`src/design/fvr_consts.vh`:
```
// Constants for the field region register bank: offsets, field positions, reset values.
// Assumes inclusion by name from design files; holds definitions only.
`ifndef FVR_CONSTS_VH
`define FVR_CONSTS_VH
`define FVR_ADDR_W 4
`define FVR_DATA_W 26
`define FVR_OFF_SEQ_LO 4'h0
`define FVR_OFF_SEQ_HI 4'h1
`define FVR_OFF_LAST_MODES 4'h2
`define FVR_OFF_SCP01 4'h3
`define FVR_OFF_SCP23 4'h4
`define FVR_OFF_SCP45 4'h5
`define FVR_OFF_SCP6 4'h6
`define FVR_OFF_SCP78_LEN 4'h7
`define FVR_OFF_CTRL 4'h8
`define FVR_OFF_STATUS 4'h9
`define FVR_SEQ_W 5
`define FVR_MS_W 2
`define FVR_POS_W 13
`define FVR_LO_POS 0
`define FVR_HI_POS 13
`define FVR_HI_MS_POS 20
`define FVR_LAST_MS_POS 13
`define FVR_LAST_MSB_POS 25
`define FVR_CTRL_H14_POS 0
`define FVR_CTRL_RUN_POS 1
`define FVR_RST_WORD 26'h0000000
`define FVR_RST_LEN 13'h0106
`define FVR_RST_LINE 14'h0800
`endif

```
`src/design/fvr_field_regs.v`:
```
// Field region register bank with field timing: staged registers, line/field counters,
// region tracking and per-region sequence/multiplier/sweep outputs.
// Assumes a plain register port with read data one cycle after the read strobe.
// Function
// - Each of nine regions plays the sequence given by its own 5-bit select.
// - Mode code 0 none, 1 sweep only, 2 multiplier only, 3 both.
// - Each region has its own 2-bit mode; regions three to eight in word two.
// - Last line of each field uses the programmed last-line length.
// - With 14-bit counter enabled, bit 25 of word two is length MSB.
// - Thirteen-bit change lines, two per word, advance the region sequence.
// - Lines are counted from 0 up to one below the programmed field length each field.
`timescale 1ns/1ns
`include "fvr_consts.vh"
module fvr_field_regs #(
   parameter REGIONS = 9,
   parameter LINE_W = 14
) (
   input wire clk,
   input wire rst,
   input wire [`FVR_ADDR_W-1:0] addr,
   input wire [31:0] wdata,
   input wire wr,
   input wire rd,
   output reg [31:0] rdata,
   output reg [4:0] region_sequence_select,
   output reg [3:0] region_index,
   output reg mult_on,
   output reg sweep_on,
   output reg [12:0] line_number,
   output reg horizontal_drive_line_sync,
   output reg vertical_drive_field_sync
);
////////////////////////////////////////////////////////////////////////////////
// Staged (software) and active (field) copies
reg [25:0] stg_r [0:7];
reg [25:0] act_r [0:7];
reg h14_r;
reg run_r;
reg pend_r;
integer i;
integer j;
wire field_end;
////////////////////////////////////////////////////////////////////////////////
// Words 0 to 7 wait for the field boundary while running, else load next cycle; ctrl and status act at once
function is_fld_word;
   input [3:0] a;
   begin
      is_fld_word = (a <= `FVR_OFF_SCP78_LEN);
   end
endfunction
always @(posedge clk)
begin
   if (rst)
   begin
      for (i = 0; i < 8; i = i + 1)
      begin
         stg_r[i] <= `FVR_RST_WORD;
      end
      stg_r[7] <= {`FVR_RST_LEN, 13'h1FFF};
      h14_r <= 1'b0;
      run_r <= 1'b0;
      pend_r <= 1'b0;
   end
   else
   begin
      if (wr && is_fld_word(addr))
      begin
         stg_r[addr[2:0]] <= wdata[25:0];
      end
      if (wr && addr == `FVR_OFF_CTRL)
      begin
         h14_r <= wdata[`FVR_CTRL_H14_POS];
         run_r <= wdata[`FVR_CTRL_RUN_POS];
      end
      // Set wins over the boundary clear so a late write is never dropped
      if (wr && is_fld_word(addr))
         pend_r <= 1'b1;
      else if (field_end || !run_r)
         pend_r <= 1'b0;
   end
end
always @(posedge clk)
begin
   if (rst)
   begin
      for (j = 0; j < 8; j = j + 1)
      begin
         act_r[j] <= `FVR_RST_WORD;
      end
      act_r[7] <= {`FVR_RST_LEN, 13'h1FFF};
   end
   else if (field_end || !run_r)
   begin
      for (j = 0; j < 8; j = j + 1)
      begin
         act_r[j] <= stg_r[j];
      end
   end
end
////////////////////////////////////////////////////////////////////////////////
// Field decode helpers
function [4:0] seq_of;
   input [3:0] r;
   input [25:0] lo;
   input [25:0] hi;
   begin
      if (r < 4'h5)
         seq_of = lo[r*5 +: 5];
      else
         seq_of = hi[(r-4'h5)*5 +: 5];
   end
endfunction
function [1:0] ms_of;
   input [3:0] r;
   input [25:0] hi;
   input [25:0] w2;
   begin
      // Regions 1 and 2 follow their bit order, not the swapped labels
      if (r < 4'h3)
         ms_of = hi[`FVR_HI_MS_POS + r*2 +: 2];
      else
         ms_of = w2[`FVR_LAST_MS_POS + (r-4'h3)*2 +: 2];
   end
endfunction
function [12:0] scp_of;
   input [3:0] k;
   input [25:0] w3;
   input [25:0] w4;
   input [25:0] w5;
   input [25:0] w6;
   input [25:0] w7;
   reg [25:0] w;
   begin
      w = 26'h0000000;
      case (k[3:1])
         3'h0: w = w3;
         3'h1: w = w4;
         3'h2: w = w5;
         3'h3: w = w6;
         default: w = w7;
      endcase
      scp_of = k[0] ? w[`FVR_HI_POS +: 13] : w[`FVR_LO_POS +: 13];
   end
endfunction
////////////////////////////////////////////////////////////////////////////////
// Line and field counting
wire [12:0] fld_len = act_r[7][`FVR_HI_POS +: 13];
wire [12:0] max_line = (fld_len == 13'h0000) ? 13'h0000 : fld_len - 13'h0001;
wire last_line = (line_number >= max_line);
// Only 13 bits are used unless the wide counter is enabled
wire [13:0] last_len = {h14_r & act_r[2][`FVR_LAST_MSB_POS], act_r[2][12:0]};
wire [LINE_W-1:0] cur_len = last_line ? last_len[LINE_W-1:0] : `FVR_RST_LINE;
wire line_end;
assign field_end = line_end && last_line;
fvr_line_timer #(.W(LINE_W)) u_timer (
   .clk(clk),
   .rst(rst),
   .en(run_r),
   .len(cur_len),
   .line_end(line_end)
);
wire [12:0] next_scp = scp_of(region_index, act_r[3], act_r[4], act_r[5], act_r[6], act_r[7]);
reg [3:0] reg_nxt;
always @*
begin
   reg_nxt = region_index;
   if (field_end)
      reg_nxt = 4'h0;
   else if (line_end && region_index < REGIONS - 1 &&
            line_number + 13'h0001 == next_scp && next_scp <= max_line)
      reg_nxt = region_index + 4'h1;
end
wire [1:0] ms_nxt = ms_of(reg_nxt, act_r[1], act_r[2]);
always @(posedge clk)
begin
   if (rst || !run_r)
   begin
      line_number <= 13'h0000;
      region_index <= 4'h0;
      horizontal_drive_line_sync <= 1'b0;
      vertical_drive_field_sync <= 1'b0;
      region_sequence_select <= 5'h00;
      mult_on <= 1'b0;
      sweep_on <= 1'b0;
   end
   else
   begin
      horizontal_drive_line_sync <= line_end;
      vertical_drive_field_sync <= field_end;
      if (field_end)
         line_number <= 13'h0000;
      else if (line_end)
         line_number <= line_number + 13'h0001;
      region_index <= reg_nxt;
      region_sequence_select <= seq_of(reg_nxt, act_r[0], act_r[1]);
      mult_on <= ms_nxt[1];
      sweep_on <= ms_nxt[0];
   end
end
////////////////////////////////////////////////////////////////////////////////
// Read port: staged values read back; status shows live position
always @(posedge clk)
begin
   if (rst)
      rdata <= 32'h00000000;
   else if (rd)
   begin
      if (is_fld_word(addr))
         rdata <= {6'h00, stg_r[addr[2:0]]};
      else if (addr == `FVR_OFF_CTRL)
         rdata <= {30'h00000000, run_r, h14_r};
      else if (addr == `FVR_OFF_STATUS)
         rdata <= {14'h0000, pend_r, region_index, line_number};
      else
         rdata <= 32'h00000000;
   end
   else
      rdata <= 32'h00000000;
end
endmodule

```
`src/design/fvr_line_timer.v`:
```
// Line timer: counts clock cycles within a line and pulses at each line end.
// Assumes the length input is stable during the line; a length of 0 is taken as 1.
`timescale 1ns/1ns
module fvr_line_timer #(
   parameter W = 14
) (
   input wire clk,
   input wire rst,
   input wire en,
   input wire [W-1:0] len,
   output reg line_end
);
reg [W-1:0] cnt_r;
always @(posedge clk)
begin
   if (rst || !en)
   begin
      cnt_r <= {W{1'b0}};
      line_end <= 1'b0;
   end
   else if (cnt_r + {{(W-1){1'b0}}, 1'b1} >= len)
   begin
      cnt_r <= {W{1'b0}};
      line_end <= 1'b1;
   end
   else
   begin
      cnt_r <= cnt_r + {{(W-1){1'b0}}, 1'b1};
      line_end <= 1'b0;
   end
end
endmodule

```
`config.mk`:
```
export PLATFORM = sky130hd
export DESIGN_NAME = fvr_field_regs
export DESIGN_NICKNAME = d
export VERILOG_FILES = /design/src/design/fvr_field_regs.v /design/src/design/fvr_line_timer.v
export VERILOG_INCLUDE_DIRS = /design/src /design/src/design
export SDC_FILE = /design/constraint.sdc
export NUM_CORES = 1
export LEC_CHECK = 0
export BUFFER_PORTS_ARGS = -buffer_cell sky130_fd_sc_hd__clkbuf_2
export CORE_ASPECT_RATIO = 0.9
export CORE_MARGIN = 1.5
export CORE_UTILIZATION = 60
export DETAILED_ROUTE_END_ITERATION = 16
export HOLD_SLACK_MARGIN = 0.1
export PLACE_DENSITY = 0.87
export RECOVER_POWER = 25
export SYNTH_ARGS = -nofsm -noshare
export SYNTH_HDL_FRONTEND = slang
export SYNTH_HIERARCHICAL = 1
export SYNTH_SLANG_ARGS = --single-unit
```
`constraint.sdc`:
```
create_clock -name clk -period 16.1 [get_ports clk]
set_input_delay 0.805 -clock clk [delete_from_list [all_inputs] [get_ports clk]]
set_output_delay 0.805 -clock clk [all_outputs]
set_load 0.1 [all_outputs]
```
==> results of run 1 <==
[routing by layer]
metal	vias up	wire length [µm]	global-route usage
li1	7005	-	-
met1	7960	24800	0.427
met2	1069	29700	0.500
met3	184	7890	0.0717
met4	10	2620	0.123
met5	-	64	0
[power groups by stage]
stage	combinational, W	sequential (W)	clock [W]
detailed placement	0.000178	0.00146	0
global placement	0.000174	0.00145	0
global route	0.000190	0.00143	0.00121
finish	0.000182	0.00143	0.00116
floorplan	0.000106	0.00145	0
CTS	0.000180	0.00143	0.00116
[cell type report]
class / count / share of cell area
clock inverter: 26 / 0.0118
clock buffer: 63 / 0.0495
timing repair buffer: 113 / 0.0214
sequential: 486 / 0.506
inverter: 58 / 0.00832
multi-input combinational: 1238 / 0.378
tap: 532 / 0.0252
[registers in the layout, summed over array words and instances, names as in the netlist]
signal / flops
vertical_drive_field_sync: 1
run_r: 1
rdata: 26
act_r: 208
u_timer/line_end: 1
horizontal_drive_line_sync: 1
region_sequence_select: 5
stg_r: 208
line_number: 13
u_timer/cnt_r: 14
h14_r: 1
pend_r: 1
sweep_on: 1
mult_on: 1
region_index: 4
[through the flow]
step / setup WS, ns / instance area, µm² / util / hold WS [ns]
floorplan: 6.50 / 24100 / - / 0.426
global placement: 7.83 / 24900 / 0.630 / 0.474
detailed placement: 7.74 / 24900 / 0.630 / 0.505
CTS: 7.68 / 26500 / 0.671 / 0.512
global route: 7.16 / 26500 / 0.669 / 0.541
finish: 7.56 / 26500 / 0.669 / 0.510
[cell families (layout without fill, tap and decap cells)]
group                      Yosys count  in the layout  synth area share
AOI/OAI and AO/OA                  182            182            0.0537
xor gates and xnor gates            59             59            0.0220
adders and majority gates           55             55            0.0289
buffers and inverters              174            260            0.0320
DFF                                486            486             0.555
muxes                              237            237             0.142
other                                1              6          0.000156
and+or+nand+nor                    699            699             0.166
[placed cells by master, fill, tap and decap left out, types with 7 or more instances in the layout]
cell type	instances
a21o_1	12
a21oi_1	30
a221oi_1	20
a22oi_1	7
a31oi_1	8
and2_0	44
and2_1	290
buf_4	22
clkbuf_1	64
clkbuf_16	48
clkbuf_2	36
clkinv_2	7
dfxtp_1	121
edfxtp_1	364
ha_1	54
inv_1	55
mux2_2	60
mux2i_1	93
mux4_2	78
nand2_1	98
nand2b_1	15
nand3_1	15
nand4_1	19
nor2_1	72
nor2b_1	44
nor3_1	17
nor3b_1	15
nor4_1	8
o211ai_1	9
o21ai_0	30
or2_2	27
xnor2_1	40
xor2_1	18
[worst reg2reg max path, delay by kind of cell (launching register included)]
kind	cells	cell delay (ns)
compound gates	8	1.55
flops	1	0.42
simple gates	9	2.79
fa+ha+maj	6	1.83
buf+inv	5	1.49
xor+xnor	1	0.33
[worst min path at each step]
stage / start / endpoint / slack, ns / depth (start not counted)
2_1_floorplan: pend_r / rdata[17] / 0.43 / 2
3_3_place_gp: pend_r / pend_r / 0.47 / 1
3_5_place_dp: pend_r / pend_r / 0.51 / 1
4_1_cts: pend_r / pend_r / 0.51 / 1
5_1_grt: pend_r / pend_r / 0.54 / 1
6_report: pend_r / pend_r / 0.51 / 1
==> results.md, run 1 <==
* Status: complete, but fails checks
* Failing checks: max-capacitance violations, max-slew violations
* Core area at just under 40,000 µm²
* Final Cycle Share at 0.531
* Comb power frac at 0.066
* Area of the multi-input gates at roughly 10,000 µm²
* Max cap viols at 3
* Critical Path Start: act_r[0][195]
* R2R Path Start: act_r[0][195]
* Drt drc at 0
* Rel. slew slack at -1.31
* Layout area overhead at 9.74%
* Internal power at between 0.002 and 0.0025 W
* Crit path DAT at about 9.0 ns
* Slew Limit Fails at 121
* PwrDens at ~100 nW/µm²
* IO buf count at 85
* Final hold vios at 0
* Die width at around 210 µm
* Yosys top cell area share at 0.453
* CP top delay family: simple AND/OR/NAND/NOR gates
* Total power at 0.00277 W
* Root buffer cell: clkbuf_16
* Antenna violations before repair at 8
* Path type of the worst setup path: flip-flop to flip-flop
* Clock slew at reported path FFs at approximately 0.070 ns
* Setup Total Neg Slack at 0 ns
* R2R cell count at 29
* Clock power share at 0.417
* Gr usage total at 0.315
* Synth top area cells: edfxtp_1, dfxtp_1, and2_1, mux4_2, mux2i_1
* Clock insertion delay at the later pin of the skew report at ~0.61 ns
* Final WL at 65.0 mm
* Syn avg cell area at 12.7 µm²
* Worst path slowest cell: nor4bb_1
* Post-Synthesis Cells at around 1,900
* DP HPWL at approximately 43 mm
* Startpoint types: flip-flop
* Crit. End Element: flip-flop
* Antenna cells at 0
* Sequential fraction of the synthesis area at 0.555
* Max Clk Rate at roughly 120 MHz
* Storage cell area at about 13,000 µm²
* Setup Viol. Count Final at 0
* DR iter-0 viols at roughly 2,300
* Synthesis Warnings at 6
* Most used cell, CP: ha_1
* Number of gates resized after CTS at 0
* Tmin final at roughly 8.5 ns
* Skew final at 0.0397 ns
* Most frequent cells after synthesis: edfxtp_1, and2_1, dfxtp_1
* Static leakage at 9.88 nW
* CP Max Fanout at 39
* Die area at slightly above 40,000 µm²
* # IOs at just under 100
* Layout cells sized above 1 at 0.163
* Critical Path RT at between 15 and 20 ns
* Hold WC Path Type: flip-flop to flip-flop
* # fillers at between 2,000 and 3,000
* Setup Fix Bufs, Post-CTS at 0
* Core Rows at 69
* CTS max path bufs at 3
* Synth area leader: edfxtp_1
* Slew @ Worst Pin at about 3.5 ns
* Vias in the first global route at 15,700
* Buf/Inv on CP at 5
* Vias per cell at about 6.4
* R2R Setup Slk at approximately 7.6 ns
* Die H at 193 µm
* Post-route antenna net violation count at 0
* CP endpoint: region_sequence_select[1]
* Post-placement cell count at approximately 2,400
* Worst vdd ir at approximately 0.00014 V
* Synth unique cells at 89
* Sw power at roughly 0.00065 W
* Drt pass-1 iters at 5
* Switching part of the total at 0.233
* Global-route wire length before repair at 96.4 mm
* Starting Density at 0.610
* Largest net degree at the start of global routing at around 180
* Flops & latches, synth at between 400 and 500
* Worst r2r dst: region_sequence_select[1]
* H-tree depth at 2
* NumNets Final at just over 2,000
* Asr flop ratio synth at 0
* Via Count at around 16,000
* Final non-filler cell total at around 2,500
* Hold-fix buffers at CTS at 0
* Max incr delay on CP at 0.62 ns
* CTS tree: yes
* Grt ovf at 0
* GPL Wtd Cong at roughly 0.94
* Most frequent cell after synthesis: edfxtp_1
* Post-synth EDFFs at between 300 and 400
* Num CTS Buffers at 48
* Worst path depth at 29
* Routed len/inst at 25.8 µm
* Synthesized area at between 20,000 and 25,000 µm²
* Commonest register cell after synthesis: edfxtp_1
* RSZ-0062 raised after global routing: no
* Sequential share of power at 0.517
* Clock Sinks at between 400 and 500
Power figures use the tool's default switching activity.
==> inputs of run 2 (changes only) <==
CORE_UTILIZATION = 56   (was 60)
PLACE_DENSITY = 0.85   (was 0.87)
clock period = 7 ns   (was 16.1 ns; I/O delays follow)
==> results.md, run 2 (same netlist as run 1, synthesis figures left out) <==
* Static leakage at 10.1 nW (+2.6%)
* Layout cells sized above 1 at 0.186 (+0.0224)
* Commonest non-fill, non-tap cell in the layout: edfxtp_1
* CP endpoint: region_sequence_select[1]
* Drt pass-1 iters at 6 (+1)
* Starting Density at 0.572 (-0.0372)
* Gr usage total at 0.306 (-0.00896)
* Grt ovf at 0 (unchanged)
* CTS tree: yes
* Antenna violations before repair at 6 (-2)
* Core Util, Final at 0.641 (-0.0281)
* Slew Limit Fails at 159 (+31%)
* Root buffer cell: clkbuf_16
* Status: complete, but fails checks
* Worst path depth at 27 (-6.9%)
* Critical Path Start: region_index[1]
* Pre-CTS setup slack at -0.0169 ns (-7.76 ns)
* Final hold vios at 0 (unchanged)
* Final Cycle Share at 0.957 (+0.427)
* Setup Total Neg Slack at 0 ns (unchanged)
* Post-placement cell count at 2,478 (+2.1%)
* IO buf count at 85 (unchanged)
* Path type of the worst setup path: flip-flop to flip-flop
* Worst r2r dst: region_sequence_select[1]
* Max cap viols at 5 (+2)
* GPL Wtd Cong at 0.976 (+4.2%)
* Clock slew at reported path FFs at 0.07 ns (about the same)
* R2R cell count at 27 (-6.9%)
* Startpoint types: flip-flop
* R2R Setup Slk at 0.30 ns (-7.26 ns)
* Comb power frac at 0.067 (about the same)
* Clock insertion delay at the later pin of the skew report at 0.60 ns (about the same)
* Final WL at 67.5 mm (+3.7%)
* Max Clk Rate at 149 MHz (+27%)
* Clock power share at 0.425 (+0.008)
* Vias per cell at 6.38 (-1.0%)
* NumNets Final at 2,080 (+2.0%)
* # fillers at 3,095 (+11%)
* Sw power at 0.00150 W (+130%)
* Most used cell, CP: ha_1
* Max incr delay on CP at 0.52 ns (-0.10 ns)
* H-tree depth at 2 (unchanged)
* Metal3 WL at 8.18 mm (+3.6%)
* Routed len/inst at 26.2 µm (+1.4%)
* Crit. End Element: flip-flop
* Num CTS Buffers at 48 (unchanged)
* Critical Path RT at 7.52 ns (-9.07 ns)
* Worst path slowest cell: mux2i_1
* Skew final at 0.0327 ns (-0.00704 ns)
* Sequential share of power at 0.508 (-0.009)
* # IOs at 98 (unchanged)
* CP Max Fanout at 11 (-72%)
* Layout area overhead at 12.0%
* Global-route wire length before repair at 99.9 mm (+3.7%)
* PwrDens at 240 nW/µm² (+130%)
* Core Rows at 71 (+2.9%)
* CTS max path bufs at 3 (unchanged)
* Post-route setup slack at 0.300 ns (-7.26 ns)
* Rel. slew slack at -1.80 (-0.481)
* Final non-filler cell total at 2,574 (+2.3%)
* Top Metal Used: met5
* Biggest regs: act_r: 208 flops, stg_r: 208 flops, rdata: 26 flops
* Hold WC Path Type: input port to flip-flop
* Worst vdd ir at 0.000320 V (+130%)
* R2R Path Start: region_index[1]
* Commonest non-fill, non-tap cells in the layout: edfxtp_1, and2_1, dfxtp_1
* Die area at 44,300 µm² (+7.0%)
* Core area at 42,100 µm² (+6.5%)
* Crit path DAT at 7.22 ns (-1.81 ns)
* CP top delay family: compound AO/OA/AOI/OAI gates
* Failing checks: max-capacitance violations, max-slew violations
* Tmin final at 6.70 ns (-1.84 ns)
* Met2 WL at 30.7 mm (+3.5%)
* Largest net degree at the start of global routing at 66 (-62%)
* Slew @ Worst Pin at 4.19 ns (+0.722 ns)
* Setup Viol. Count Final at 0 (unchanged)
* Met1 WL at 26.4 mm (+6.8%)
* Internal power at 0.00497 W (+130%)
* Vias in the first global route at 15,900 (+1.4%)
* Via Count at 16,400 (+1.2%)
* Drt drc at 0 (unchanged)
* Switching part of the total at 0.232 (-0.000927)
* Post-route antenna net violation count at 0 (unchanged)
* DP HPWL at 47.0 mm (+8.0%)
* Clock Sinks at 486 (unchanged)
* Die H at 200 µm (+3.5%)
* DR iter-0 viols at 2,070 (-9.7%)
* Total power at 0.00647 W (+130%)
* Buf/Inv on CP at 4 (-1)
* Die width at 222 µm (+3.5%)
-- run 2: cell count changes in the layout (fill, tap and decap cells not counted), sizes merged --
cell         previous run  this run
clkinv                 15        16
inv                    63        62
dlygate4sd3             0         2
clkbuf                153       157
diode                   0         2
buf                    23        59
clkinvlp                1         0
-- run 2: metal layers --
| layer | GRT usage | up-vias |
|---|---|---|
| met5 | 0 | - |
| met4 | 0.0969 | 4 |
| met3 | 0.0764 | 157 |
| met2 | 0.487 | 1066 |
| met1 | 0.417 | 8116 |
| li1 | - | 7087 |
-- run 2: worst min-delay path by stage --
stage,startpoint,end,slack (ns),cells after the start
after floorplan,pend_r,rdata[17],0.43,2
after global placement,pend_r,pend_r,0.48,1
after CTS,wdata[2],stg_r[7][2],0.12,2
final,wdata[2],stg_r[7][2],0.14,2
after detailed placement,pend_r,pend_r,0.50,1
after global routing,wdata[2],stg_r[7][2],0.12,2
-- run 2: metrics by stage --
| stage | area (µm²) | hold WS (ns) |
|---|---|---|
| 3_3_place_gp | 25300 | 0.477 |
| 6_report | 27000 | 0.138 |
| 2_1_floorplan | 24200 | 0.426 |
| 4_1_cts | 27000 | 0.116 |
| 5_1_grt | 27000 | 0.118 |
| 3_5_place_dp | 25300 | 0.501 |
-- run 2: power by group through the flow --
stage | Sequential [W] | Clock (W) | Combinational (W)
CTS | 0.00329 | 0.00275 | 0.000422
finish | 0.00329 | 0.00275 | 0.000432
global route | 0.00330 | 0.00286 | 0.000452
global placement | 0.00334 | 0 | 0.000411
floorplan | 0.00334 | 0 | 0.000244
detailed placement | 0.00335 | 0 | 0.000418
-- run 2: layout make-up --
type	instances	area (µm²)	share of cell area
diodes	2	5.00	0.000185
well taps	547	684	0.0254
flip-flops and latches	486	13400	0.496
inverters	58	223	0.00825
repair buffers	153	901	0.0334
multi-input cells	1238	10100	0.374
clock inverters	25	305	0.0113
clock buffers	65	1390	0.0516
-- run 2: timing repair --
item	CTS	global route
hold buffers	2	0
gates resized for setup	1	12
pin swaps	0	1
endpoints found under the hold margin	3	0
setup buffers	0	2
setup endpoints to repair	3	5
-- run 2: worst reg2reg max path: stages, from the launching register on --
cell and delay [ns]:
dfxtp_4 0.51, buf_4 0.29, mux2i_1 0.53, a221oi_1 0.16, a22oi_1 0.33, inv_1 0.11
ha_1 0.33, a21o_1 0.16, a21o_1 0.17, a21oi_1 0.16, o211ai_1 0.13, a21oi_2 0.23
nand4_4 0.23, buf_4 0.24, o31a_1 0.28, nor2_1 0.19, or3_1 0.14, nand2_1 0.08
ha_1 0.29, ha_1 0.23, fa_1 0.39, xor2_1 0.33, inv_1 0.12, nor4bb_2 0.37
and2_1 0.20, nand3_1 0.08, o311a_1 0.16, a211oi_1 0.19
